[src/wosl_pkg.sv]
// Summary of operation
// - lock only after the full key is stored
// - latch holds four key bytes, staged first
// - lock when 28 of 32 bits match
// - locked part refuses debug and test entry
// - locked latch ignores every erase or write
// - lock needs stage, commit, then reset
// - lock output sampled only during reset
// - key write only with no flash protection
// - full access continues until next reset
// - latch contents readable over debug port
// - protection cleared only by full erase or power-on reset
// - block operations obey block security level
// - whole memory erase, program, verify supported
package wosl_pkg;

    // key and vote geometry
    localparam int KEY_W = 32;
    localparam int VOTE_MIN = 28;
    localparam int VOTE_CNT_W = 6;

    // key pattern; the value is arbitrary, a real part sets its own
    localparam logic [31:0] KEY_PATTERN = 32'h5A3C96E1;

    // value the nonvolatile cells take on power-on in simulation and on erase
    localparam logic [31:0] CELL_BLANK = 32'h00000000;

    // flash block protection geometry
    localparam int NUM_BLOCKS = 4;
    localparam int BLK_IDX_W = 2;
    localparam int LVL_W = 2;
    localparam int PROT_W = NUM_BLOCKS * LVL_W;

    // protection levels
    localparam logic [1:0] LVL_OPEN = 2'h0;
    localparam logic [1:0] LVL_NO_VERIFY = 2'h2;
    localparam logic [7:0] PROT_RESET = 8'h00;

    // cycles the wrapper vote is given to settle before sampling
    localparam logic [1:0] SETTLE_CYCLES = 2'h2;

    // reset-time sequencing, gray along settle, sample, run
    typedef enum logic [1:0] {
        ST_SETTLE = 2'h0,
        ST_SAMPLE = 2'h1,
        ST_RUN = 2'h3
    } wosl_state_type;

    // memory operation kinds
    typedef enum logic [1:0] {
        OP_ERASE = 2'h0,
        OP_PROGRAM = 2'h1,
        OP_VERIFY = 2'h2
    } wosl_op_type;

    // an open block allows all, a verify is refused from LVL_NO_VERIFY up
    function automatic logic opAllowed(input logic [1:0] lvl, input logic [1:0] op);
        logic ok;
        ok = 1'b0;
        if (lvl == LVL_OPEN) begin
            ok = (op == OP_ERASE) || (op == OP_PROGRAM) || (op == OP_VERIFY);
        end else if (op == OP_VERIFY) begin
            ok = (lvl < LVL_NO_VERIFY);
        end
        return ok;
    endfunction : opAllowed

endpackage : wosl_pkg

[src/wosl_latch_cell.sv]
`timescale 1ns/1ps
`default_nettype none
// once_write_lock_cell: volatile staging word, nonvolatile word, vote output
module wosl_latch_cell (
    input wire logic core_clk,
    input wire logic por_b,
    input wire logic stageWe,
    input wire logic [31:0] stageData,
    input wire logic commitReq,
    input wire logic eraseReq,
    output logic lockOut,
    output logic [31:0] cellData
);

    // all state of the cell
    typedef struct packed {
        logic [31:0] stage;
        logic [31:0] cells;
        logic lock;
    } wosl_cell_type;

    localparam int VOTE_CNT_W_L = wosl_pkg::VOTE_CNT_W;

    wosl_cell_type cur_ff;
    wosl_cell_type nxt_cur;
    logic [VOTE_CNT_W_L-1:0] matchCnt; // bits agreeing with the pattern

    // count matching bits; a few failed cells must not drop the lock
    always_comb begin
        matchCnt = '0;
        for (int i = 0; i < wosl_pkg::KEY_W; i++) begin
            matchCnt = matchCnt + VOTE_CNT_W_L'(cur_ff.cells[i] == wosl_pkg::KEY_PATTERN[i]);
        end
    end

    // next state: writes are gated off by the live lock
    always_comb begin
        nxt_cur = cur_ff;
        // 28 of 32 vote
        nxt_cur.lock = (matchCnt >= VOTE_CNT_W_L'(wosl_pkg::VOTE_MIN));
        if (!cur_ff.lock) begin
            if (stageWe) begin
                nxt_cur.stage = stageData; // four bytes staged
            end
            if (eraseReq) begin
                nxt_cur.cells = wosl_pkg::CELL_BLANK;
            end else if (commitReq) begin
                nxt_cur.cells = cur_ff.stage; // commit staging copy
            end
        end
    end

    // power-on and an erase clear the cells, a system reset keeps them
    always_ff @(posedge core_clk or negedge por_b) begin
        if (!por_b) begin
            cur_ff <= '{stage: 32'h00000000, cells: wosl_pkg::CELL_BLANK, lock: 1'b0};
        end else begin
            cur_ff <= nxt_cur;
        end
    end

    assign lockOut = cur_ff.lock;
    assign cellData = cur_ff.cells;

endmodule : wosl_latch_cell
`default_nettype wire

[src/wosl_lockout.sv]
`timescale 1ns/1ps
`default_nettype none
// device security lockout: samples the latch vote at reset and gates access
module wosl_lockout (
    input wire logic core_clk,
    input wire logic rst_b,
    input wire logic por_b,
    // key handling from the debug port engine
    input wire logic keyStageReq,
    input wire logic [31:0] keyStageData,
    input wire logic keyCommitReq,
    input wire logic latchEraseReq,
    input wire logic latchReadReq,
    // mode entry requests
    input wire logic debugEntryReq,
    input wire logic testEntryReq,
    // flash protection writes
    input wire logic protWriteReq,
    input wire logic [1:0] protWriteIdx,
    input wire logic [1:0] protWriteLvl,
    // single block operation
    input wire logic blockOpReq,
    input wire logic [1:0] blockOpIdx,
    input wire logic [1:0] blockOpKind,
    // whole memory operation
    input wire logic chipOpReq,
    input wire logic [1:0] chipOpKind,
    // answers
    output logic accessEn,
    output logic debugGrant,
    output logic testGrant,
    output logic entryRefused,
    output logic keyAccepted,
    output logic keyRefused,
    output logic latchReadValid,
    output logic [31:0] latchReadData,
    output logic [7:0] protLevels,
    output logic protAny,
    output logic blockGrant,
    output logic blockDeny,
    output logic chipGrant,
    output logic chipDeny
);

    // all state of the controller
    typedef struct packed {
        wosl_pkg::wosl_state_type state;
        logic [1:0] settleCnt;
        logic lockSampled;
        logic accessEn;
        logic debugGrant;
        logic testGrant;
        logic entryRefused;
        logic keyAccepted;
        logic keyRefused;
        logic readValid;
        logic [31:0] readData;
        logic blockGrant;
        logic blockDeny;
        logic chipGrant;
        logic chipDeny;
    } wosl_ctrl_type;

    wosl_ctrl_type cur_ff;
    wosl_ctrl_type nxt_cur;

    // protection levels mirror flash data, so a system reset must not clear them
    logic [7:0] protNv_ff; // per block levels, kept across rst_b
    logic [7:0] nxt_prot; // next value of the levels
    logic protAny_ff; // registered flag: some level is set

    logic latchLock; // live vote of the latch wrapper
    logic [31:0] latchCells; // nonvolatile contents
    logic running; // sampling is done
    logic open; // external access allowed this run
    logic keyOk; // a key touch may go through
    logic keyTouch; // any request to alter the latch
    logic [1:0] blkLvl; // level of the addressed block
    logic stageWe;
    logic commitWe;
    logic eraseWe;

    // the latch wrapper sits on power-on reset so its cells survive rst_b
    wosl_latch_cell u_cell (
        .core_clk(core_clk),
        .por_b(por_b),
        .stageWe(stageWe),
        .stageData(keyStageData),
        .commitReq(commitWe),
        .eraseReq(eraseWe),
        .lockOut(latchLock),
        .cellData(latchCells)
    );

    // access follows the sampled lock only, never the live vote
    assign running = (cur_ff.state == wosl_pkg::ST_RUN);
    assign open = running && !cur_ff.lockSampled;

    // key writes need an open port and no protection at all
    assign keyTouch = keyStageReq || keyCommitReq || latchEraseReq;
    assign keyOk = open && (protNv_ff == wosl_pkg::PROT_RESET) && !latchLock;
    assign stageWe = keyOk && keyStageReq;
    assign commitWe = keyOk && keyCommitReq;
    assign eraseWe = keyOk && latchEraseReq;

    // level of the block named by a block operation
    assign blkLvl = protNv_ff[blockOpIdx*2 +: 2];

    // next state of the controller
    always_comb begin
        nxt_cur = cur_ff;
        nxt_prot = protNv_ff;
        // one-cycle answers drop by default
        nxt_cur.debugGrant = 1'b0;
        nxt_cur.testGrant = 1'b0;
        nxt_cur.entryRefused = 1'b0;
        nxt_cur.keyAccepted = 1'b0;
        nxt_cur.keyRefused = 1'b0;
        nxt_cur.readValid = 1'b0;
        nxt_cur.blockGrant = 1'b0;
        nxt_cur.blockDeny = 1'b0;
        nxt_cur.chipGrant = 1'b0;
        nxt_cur.chipDeny = 1'b0;
        case (cur_ff.state)
            // let the wrapper vote settle after the release
            wosl_pkg::ST_SETTLE: begin
                nxt_cur.settleCnt = cur_ff.settleCnt + 2'h1;
                if (cur_ff.settleCnt == wosl_pkg::SETTLE_CYCLES - 2'h1) begin
                    nxt_cur.state = wosl_pkg::ST_SAMPLE;
                end
            end
            // the one and only sample of the vote per reset
            wosl_pkg::ST_SAMPLE: begin
                nxt_cur.lockSampled = latchLock;
                nxt_cur.accessEn = !latchLock;
                nxt_cur.state = wosl_pkg::ST_RUN;
            end
            // normal operation
            wosl_pkg::ST_RUN: begin
                // mode entry is refused once locked
                if (debugEntryReq || testEntryReq) begin
                    nxt_cur.debugGrant = open && debugEntryReq;
                    nxt_cur.testGrant = open && testEntryReq;
                    nxt_cur.entryRefused = !open;
                end
                // key handling; a locked latch keeps its cells and the touch is answered with keyRefused
                if (keyTouch) begin
                    nxt_cur.keyAccepted = keyOk;
                    nxt_cur.keyRefused = !keyOk;
                end
                // identify protected parts: reading stays possible
                if (latchReadReq) begin
                    nxt_cur.readValid = 1'b1;
                    nxt_cur.readData = latchCells;
                end
                // levels may only be raised, lowering needs a full erase
                if (protWriteReq && open) begin
                    if (protWriteLvl >= protNv_ff[protWriteIdx*2 +: 2]) begin
                        nxt_prot[protWriteIdx*2 +: 2] = protWriteLvl;
                    end
                end
                // single block operation checks that block's level
                if (blockOpReq) begin
                    if (open && wosl_pkg::opAllowed(blkLvl, blockOpKind)) begin
                        nxt_cur.blockGrant = 1'b1;
                    end else begin
                        nxt_cur.blockDeny = 1'b1;
                    end
                end
                // whole memory operation, refused only when locked
                if (chipOpReq) begin
                    if (open) begin
                        nxt_cur.chipGrant = 1'b1;
                        // a full erase, like power-on reset, returns every level to open
                        if (chipOpKind == wosl_pkg::OP_ERASE) begin
                            nxt_prot = wosl_pkg::PROT_RESET;
                        end
                    end else begin
                        nxt_cur.chipDeny = 1'b1;
                    end
                end
            end
            // unknown code: fall back to sampling again, locked meanwhile
            default: begin
                nxt_cur.state = wosl_pkg::ST_SETTLE;
                nxt_cur.settleCnt = 2'h0;
                nxt_cur.lockSampled = 1'b1;
                nxt_cur.accessEn = 1'b0;
            end
        endcase
    end

    // state register; reset leaves the part closed until the sample
    always_ff @(posedge core_clk or negedge rst_b) begin
        if (!rst_b) begin
            cur_ff <= '{
                state: wosl_pkg::ST_SETTLE,
                settleCnt: 2'h0,
                lockSampled: 1'b1,
                accessEn: 1'b0,
                debugGrant: 1'b0,
                testGrant: 1'b0,
                entryRefused: 1'b0,
                keyAccepted: 1'b0,
                keyRefused: 1'b0,
                readValid: 1'b0,
                readData: 32'h00000000,
                blockGrant: 1'b0,
                blockDeny: 1'b0,
                chipGrant: 1'b0,
                chipDeny: 1'b0
            };
        end else begin
            cur_ff <= nxt_cur;
        end
    end

    // protection register; of the two resets only power-on clears it, so locking then resetting keeps it
    always_ff @(posedge core_clk or negedge por_b) begin
        if (!por_b) begin
            protNv_ff <= wosl_pkg::PROT_RESET;
            protAny_ff <= 1'b0;
        end else begin
            protNv_ff <= nxt_prot;
            protAny_ff <= (nxt_prot != wosl_pkg::PROT_RESET);
        end
    end

    // outputs come straight from the state and protection registers
    assign accessEn = cur_ff.accessEn;
    assign debugGrant = cur_ff.debugGrant;
    assign testGrant = cur_ff.testGrant;
    assign entryRefused = cur_ff.entryRefused;
    assign keyAccepted = cur_ff.keyAccepted;
    assign keyRefused = cur_ff.keyRefused;
    assign latchReadValid = cur_ff.readValid;
    assign latchReadData = cur_ff.readData;
    assign protLevels = protNv_ff;
    assign protAny = protAny_ff;
    assign blockGrant = cur_ff.blockGrant;
    assign blockDeny = cur_ff.blockDeny;
    assign chipGrant = cur_ff.chipGrant;
    assign chipDeny = cur_ff.chipDeny;

endmodule : wosl_lockout
`default_nettype wire

[config.mk]
export PLATFORM = sky130hd
export DESIGN_NAME = wosl_lockout
export DESIGN_NICKNAME = d
export VERILOG_FILES = /design/src/wosl_pkg.sv /design/src/wosl_latch_cell.sv /design/src/wosl_lockout.sv
export SDC_FILE = /design/constraint.sdc
export NUM_CORES = 1
export LEC_CHECK = 0
export ABC_AREA = 1
export CAP_MARGIN = 20
export CORE_ASPECT_RATIO = 0.9
export CORE_MARGIN = 8
export CORE_UTILIZATION = 45
export CTS_BUF_LIST = sky130_fd_sc_hd__clkbuf_4 sky130_fd_sc_hd__clkbuf_8
export DETAILED_ROUTE_END_ITERATION = 8
export DONT_BUFFER_PORTS = 1
export PLACE_DENSITY_LB_ADDON = 0.15
export SYNTH_ARGS = -nofsm -noshare
export SYNTH_HDL_FRONTEND = slang
export SYNTH_SLANG_ARGS = --single-unit
[constraint.sdc]
create_clock -name core_clk -period 13.63 [get_ports core_clk]
set_input_delay 2.726 -clock core_clk [delete_from_list [all_inputs] [get_ports core_clk]]
set_output_delay 2.726 -clock core_clk [all_outputs]
set_load 0.01 [all_outputs]
Word-level counts from Yosys, hierarchy flattened
Index checks and enable logic that the tools add are counted. Widths: inputs -> output; s select.

$lt $le $gt $ge: 3. Add/sub/neg operators: 33. Shift operators: 4. Muxes and demuxes: 27. Bitwise logic cells: 18. Reductions and logical operators: 32. Eq/ne operators: 6.

Operator list (count): $add 6x1->6 (30); $mux 32 (2); $mux 8 (6); $mux 42 (1); $neg 3->34 (1); $shift 2x34->8 const A (1); $shiftx 2x34->8 (1); $mux 33 (1); $not 1->1 (18); $shiftx 8x4->2 (2); $logic_and 1x1->1 (10); $bwmux 8 (1); $logic_not 2->1 (4); $logic_not 8->1 (1); $mux 1 (8); $mux 2 (4); $pmux 2 s2 (2); $reduce_and 2->1 (4); $reduce_bool 8->1 (1); $eq 2x1->1 const B (3); $ge 6x5->1 const B (1); $pmux 2 s3 (1); $logic_or 1x1->1 (5); $eq 2x2->1 const B (2); other kinds (9) (13).

Register bits: 122. Output and inout bits: 52. Word-level logic and storage cells: 143. Bits of input ports: 54.

Longest topological paths before layout
Depth in word-level cells: 33. Depth in mapped cells: 21. Depth with buffers taken out: 21.

By module
From an unflattened synthesis, not the netlist that was laid out.

Cell total of the unflattened synthesis: 685. Area, all modules: 6601.3 µm².

By module, submodules not included: wosl_latch_cell (cells an instance 323, times used 1, seq. area each 1626.6 µm², area each 3701.0 µm²); wosl_lockout (cells an instance 362, times used 1, seq. area each 1427.6 µm², area each 2900.3 µm²).

Least setup slack after synthesis
OpenSTA, ideal clock, no wires.

Path kind: reg2reg. From: reg u_cell.cur_ff (netlist bit u_cell.cellData[0]). To: reg u_cell.cur_ff (netlist bit u_cell.lockOut). Buffers on the path: 0. Cell stages (with the launch flop): 16. Arrival time: 4.883 ns. Data required time: 13.547 ns. Library setup time: 0.083 ns. Period minus slack after synthesis: 4.966 ns. Path slack: 8.664 ns. Cell sequence: dfrtp_1 ha_1 fa_1 inv_1 fa_1 fa_1 inv_1 fa_1 fa_1 fa_1 fa_1 fa_1 nand3_1 nand3_1 xnor2_1 o21ai_0.

RTL lines: from (decl) (line wosl_latch_cell.sv:24) `wosl_cell_type cur_ff;`; from (signal assigned) (line wosl_latch_cell.sv:56) `cur_ff <= '{stage: 32'h00000000, cells: wosl_pkg::CELL_BLANK, lock: 1'b0};`; from (signal assigned) (line wosl_latch_cell.sv:58) `cur_ff <= nxt_cur;`.

==> impl_metrics.json <==
{
  "start_util": 0.4595,
  "syn-instance-count": 712,
  "route.detailed.drc": 0,
  "setup_viol": 0,
  "ys.flop_type": "dfrtp_1",
  "post_cts_resized": 0,
  "crit_buf_inv": 2,
  "skew_ns": 0.01586,
  "slowest_delay_ns": 0.54,
  "setup_tns_ns": 0,
  "maxCapViolations": 0,
  "grt_max_degree": 75,
  "cp.required_ns": 13.94,
  "rsz0062_at_grt": "false",
  "groute.usage.overall": 0.1601,
  "powerDensity_mw_per_mm2": 321.7,
  "vias": 4182,
  "p_switching_mw": 1.008,
  "comb_power_share": 0.586,
  "p_leak_nw": 3.494,
  "crit_chain": "ha_1 -> fa_1 -> inv_1 -> fa_1 -> fa_1 -> inv_1 -> fa_1 -> fa_1 -> fa_1 -> fa_1 -> fa_1 -> nand3_1 -> nand3_1 -> xnor2_1 -> o21ai_0",
  "p_sw_frac": 0.4443,
  "status": "finished, final reports clean",
  "h-tree-depth": 4,
  "worstPathArrival_ns": 5.52,
  "via_per_inst": 4.704,
  "start_kind": "register",
  "gp_congestion": 0.8161,
  "ys_seq_area_frac": 0.4517,
  "die_h_um": 132.3,
  "path_common_cell": "fa_1",
  "reg2reg_slack_ns": 8.42,
  "first_global_vias": 4323,
  "cpLargestDelayFamily": "adder cells",
  "clock_path_buffers": 2,
  "die_width_um": 145.2,
  "synthArstFlopShare": 1.000,
  "slew_headroom": 0.3584,
  "period_minus_slack_ns": 5.213,
  "slew_viol_final": 0,
  "critPathMaxFanout": 3,
  "finalHoldViolations": 0,
  "tightest_slew_ns": 0.9623,
  "r2r-start": "u_cell.cellData[0]",
  "drt_wl_total_um": 14630,
  "ioPinCount": 106,
  "worstReg2RegEnd": "u_cell.lockOut",
  "fp.dieArea_mm2": 0.01921,
  "grt_overflow": 0,
  "final_util": 0.4796,
  "insertion_delay_ns": 0.44,
  "ys_types": 35,
  "hold_path.class": "reg2reg",
  "grt_pass1_wl_um": 24070,
  "io_buffers": 0,
  "total_power_mw": 2.270,
  "syn_nets": 809,
  "insertedDiodeCount": 0,
  "p_clk_frac": 0.160,
  "min-delay-start": "u_cell.cellData[2]",
  "clkTransAtPathRegs_ns": 0.07,
  "ff2ff_path_depth": 15,
  "holdPathStages": 2,
  "cts_hold_buf": 0,
  "rows": 42,
  "ys_warn_count": 0,
  "antenna_left": 0,
  "critPathKind": "reg2reg",
  "hold_end": "u_cell.cellData[2]",
  "cts_inserted_buffers": 17,
  "ir_worst_vdd_mv": 0.4834,
  "avgSynthCellArea_um2": 9.496,
  "fillCellCount": 1440,
  "core_area_mm2": 0.01471,
  "final.period_utilization": 0.3825,
  "clock-sinks": 122,
  "fin_nets": 775,
  "worst_path_max_delay_cell": "fa_1",
  "synth-edff-count": 0,
  "dp_hpwl_um": 11050,
  "syn_area_mm2": 0.006761,
  "end_kind": "register",
  "ys_ff_latch": 122,
  "grt_antenna_before_repair": 0,
  "postCtsSetupRepairBufs": 0,
  "power_frac_seq": 0.254,
  "p_int_mw": 1.262,
  "cts_root_buf": "clkbuf_8",
  "first_iter_violations": 248,
  "dr.pass1.iters": 4,
  "max_freq_mhz": 191.8,
  "syn2layout_area_growth_pct": 4.367,
  "cts_tree": "done",
  "drive_above_1_share": 0.2489,
  "routedWlPerCell_um": 16.46
}
## synthesized netlist by cell type (4+ instances only)
cell type,instances,area [um^2]
nand2_1,125,469.2
inv_1,124,465.5
dfrtp_1,121,3028
o21ai_2,64,560.5
nand2_2,57,356.6
buf_4,32,240.2
o21ai_0,31,155.2
nand3_1,27,135.1
fa_1,24,480.5
nor2_1,20,75.07
ha_1,19,237.7
buf_6,13,146.4
a21oi_1,11,55.05
clkbuf_1,7,26.28
nand4_1,5,31.28
inv_2,4,15.01
o211ai_1,4,30.03
## layer usage
metal	GRT usage	part of all wire	vias up
met5	0	0	-
met4	0.04910	0.0098	0
met3	0.05765	0.063	12
met2	0.2168	0.40	102
met1	0.2315	0.52	1978
li1	-	-	2090
## registers in the layout, indices dropped and copies added (netlist names), 5 cells and up
register	cells
latchReadData	32
u_cell.cur_ff	32
protLevels	8
u_cell.cellData	32
cur_ff	5
## tightest hold or removal path, stage by stage (launching register included)
cell	delay (ns)
dfrtp_1	0.35
nand2_1	0.06
o21ai_2	0.05
## how the worst max path moves through the flow
stage               slack, ns  cells past startpoint             end               start
detailed placement       8.42                     15  u_cell.lockOut  u_cell.cellData[0]
global route             8.19                     15  u_cell.lockOut  u_cell.cellData[0]
CTS                      8.39                     15  u_cell.lockOut  u_cell.cellData[0]
floorplan                8.66                     15  u_cell.lockOut  u_cell.cellData[0]
finish                   8.42                     15  u_cell.lockOut  u_cell.cellData[0]
global placement         8.54                     15  u_cell.lockOut  u_cell.cellData[0]
## layout make-up
| class | instances | area, um^2 | area share |
|---|---|---|---|
| Inverter | 130 | 490.5 | 0.06950 |
| Timing Repair Buffer | 3 | 22.52 | 0.003191 |
| Sequential cell | 122 | 3054 | 0.4328 |
| Tap cell | 198 | 247.7 | 0.03511 |
| Clock inverter | 11 | 166.4 | 0.02358 |
| Clock buffer | 21 | 289.0 | 0.04096 |
| Multi-Input combinational cell | 404 | 2786 | 0.3949 |
## power by group through the flow
| stage | Combinational [mW] | Sequential [mW] | Clock (mW) |
|---|---|---|---|
| floorplan | 1.15 | 0.540 | 0 |
| global placement | 1.26 | 0.581 | 0 |
| detailed placement | 1.35 | 0.585 | 0 |
| CTS | 1.35 | 0.579 | 0.373 |
| global route | 1.55 | 0.593 | 0.391 |
| finish | 1.33 | 0.577 | 0.362 |
## cell families after synthesis
family | count (synthesis) | share of synthesized area
buf+inv | 186 | 0.1362
fa+ha+maj | 43 | 0.1062
xor+xnor | 2 | 0.002591
compound gates | 113 | 0.1216
flops | 122 | 0.4517
simple gates | 246 | 0.1817
## through the flow
stage               instance area [um^2]  setup slack [ns]  hold WS, ns  cells
CTS                                 7057             8.393       0.4887    889
global placement                    6601             8.544       0.4651    857
detailed placement                  6601             8.422       0.4704    857
floorplan                           6761             8.664       0.4472    712
finish                              7057             8.417       0.4863    889
global route                        7057             8.191       0.5063    889
## placed cells by master, fill, tap and decap left out, types with 2 or more instances in the layout
| cell type | Yosys | routed |
|---|---|---|
| nand2_1 | 125 | 125 |
| inv_1 | 124 | 124 |
| dfrtp_1 | 121 | 121 |
| o21ai_2 | 64 | 64 |
| nand2_2 | 57 | 57 |
| o21ai_0 | 31 | 31 |
| nand3_1 | 27 | 27 |
| fa_1 | 24 | 24 |
| clkbuf_8 | 0 | 21 |
| nor2_1 | 20 | 20 |
| ha_1 | 19 | 19 |
| a21oi_1 | 11 | 11 |
| nand4_1 | 5 | 5 |
| inv_2 | 4 | 4 |
| o211ai_1 | 4 | 4 |
| bufinv_16 | 0 | 4 |
| nand3_4 | 3 | 3 |
| clkinvlp_4 | 0 | 3 |
| clkinv_2 | 0 | 3 |
| buf_4 | 32 | 3 |
| or2_2 | 2 | 2 |
| nor2_8 | 2 | 2 |
Power figures use the tool's default switching activity.
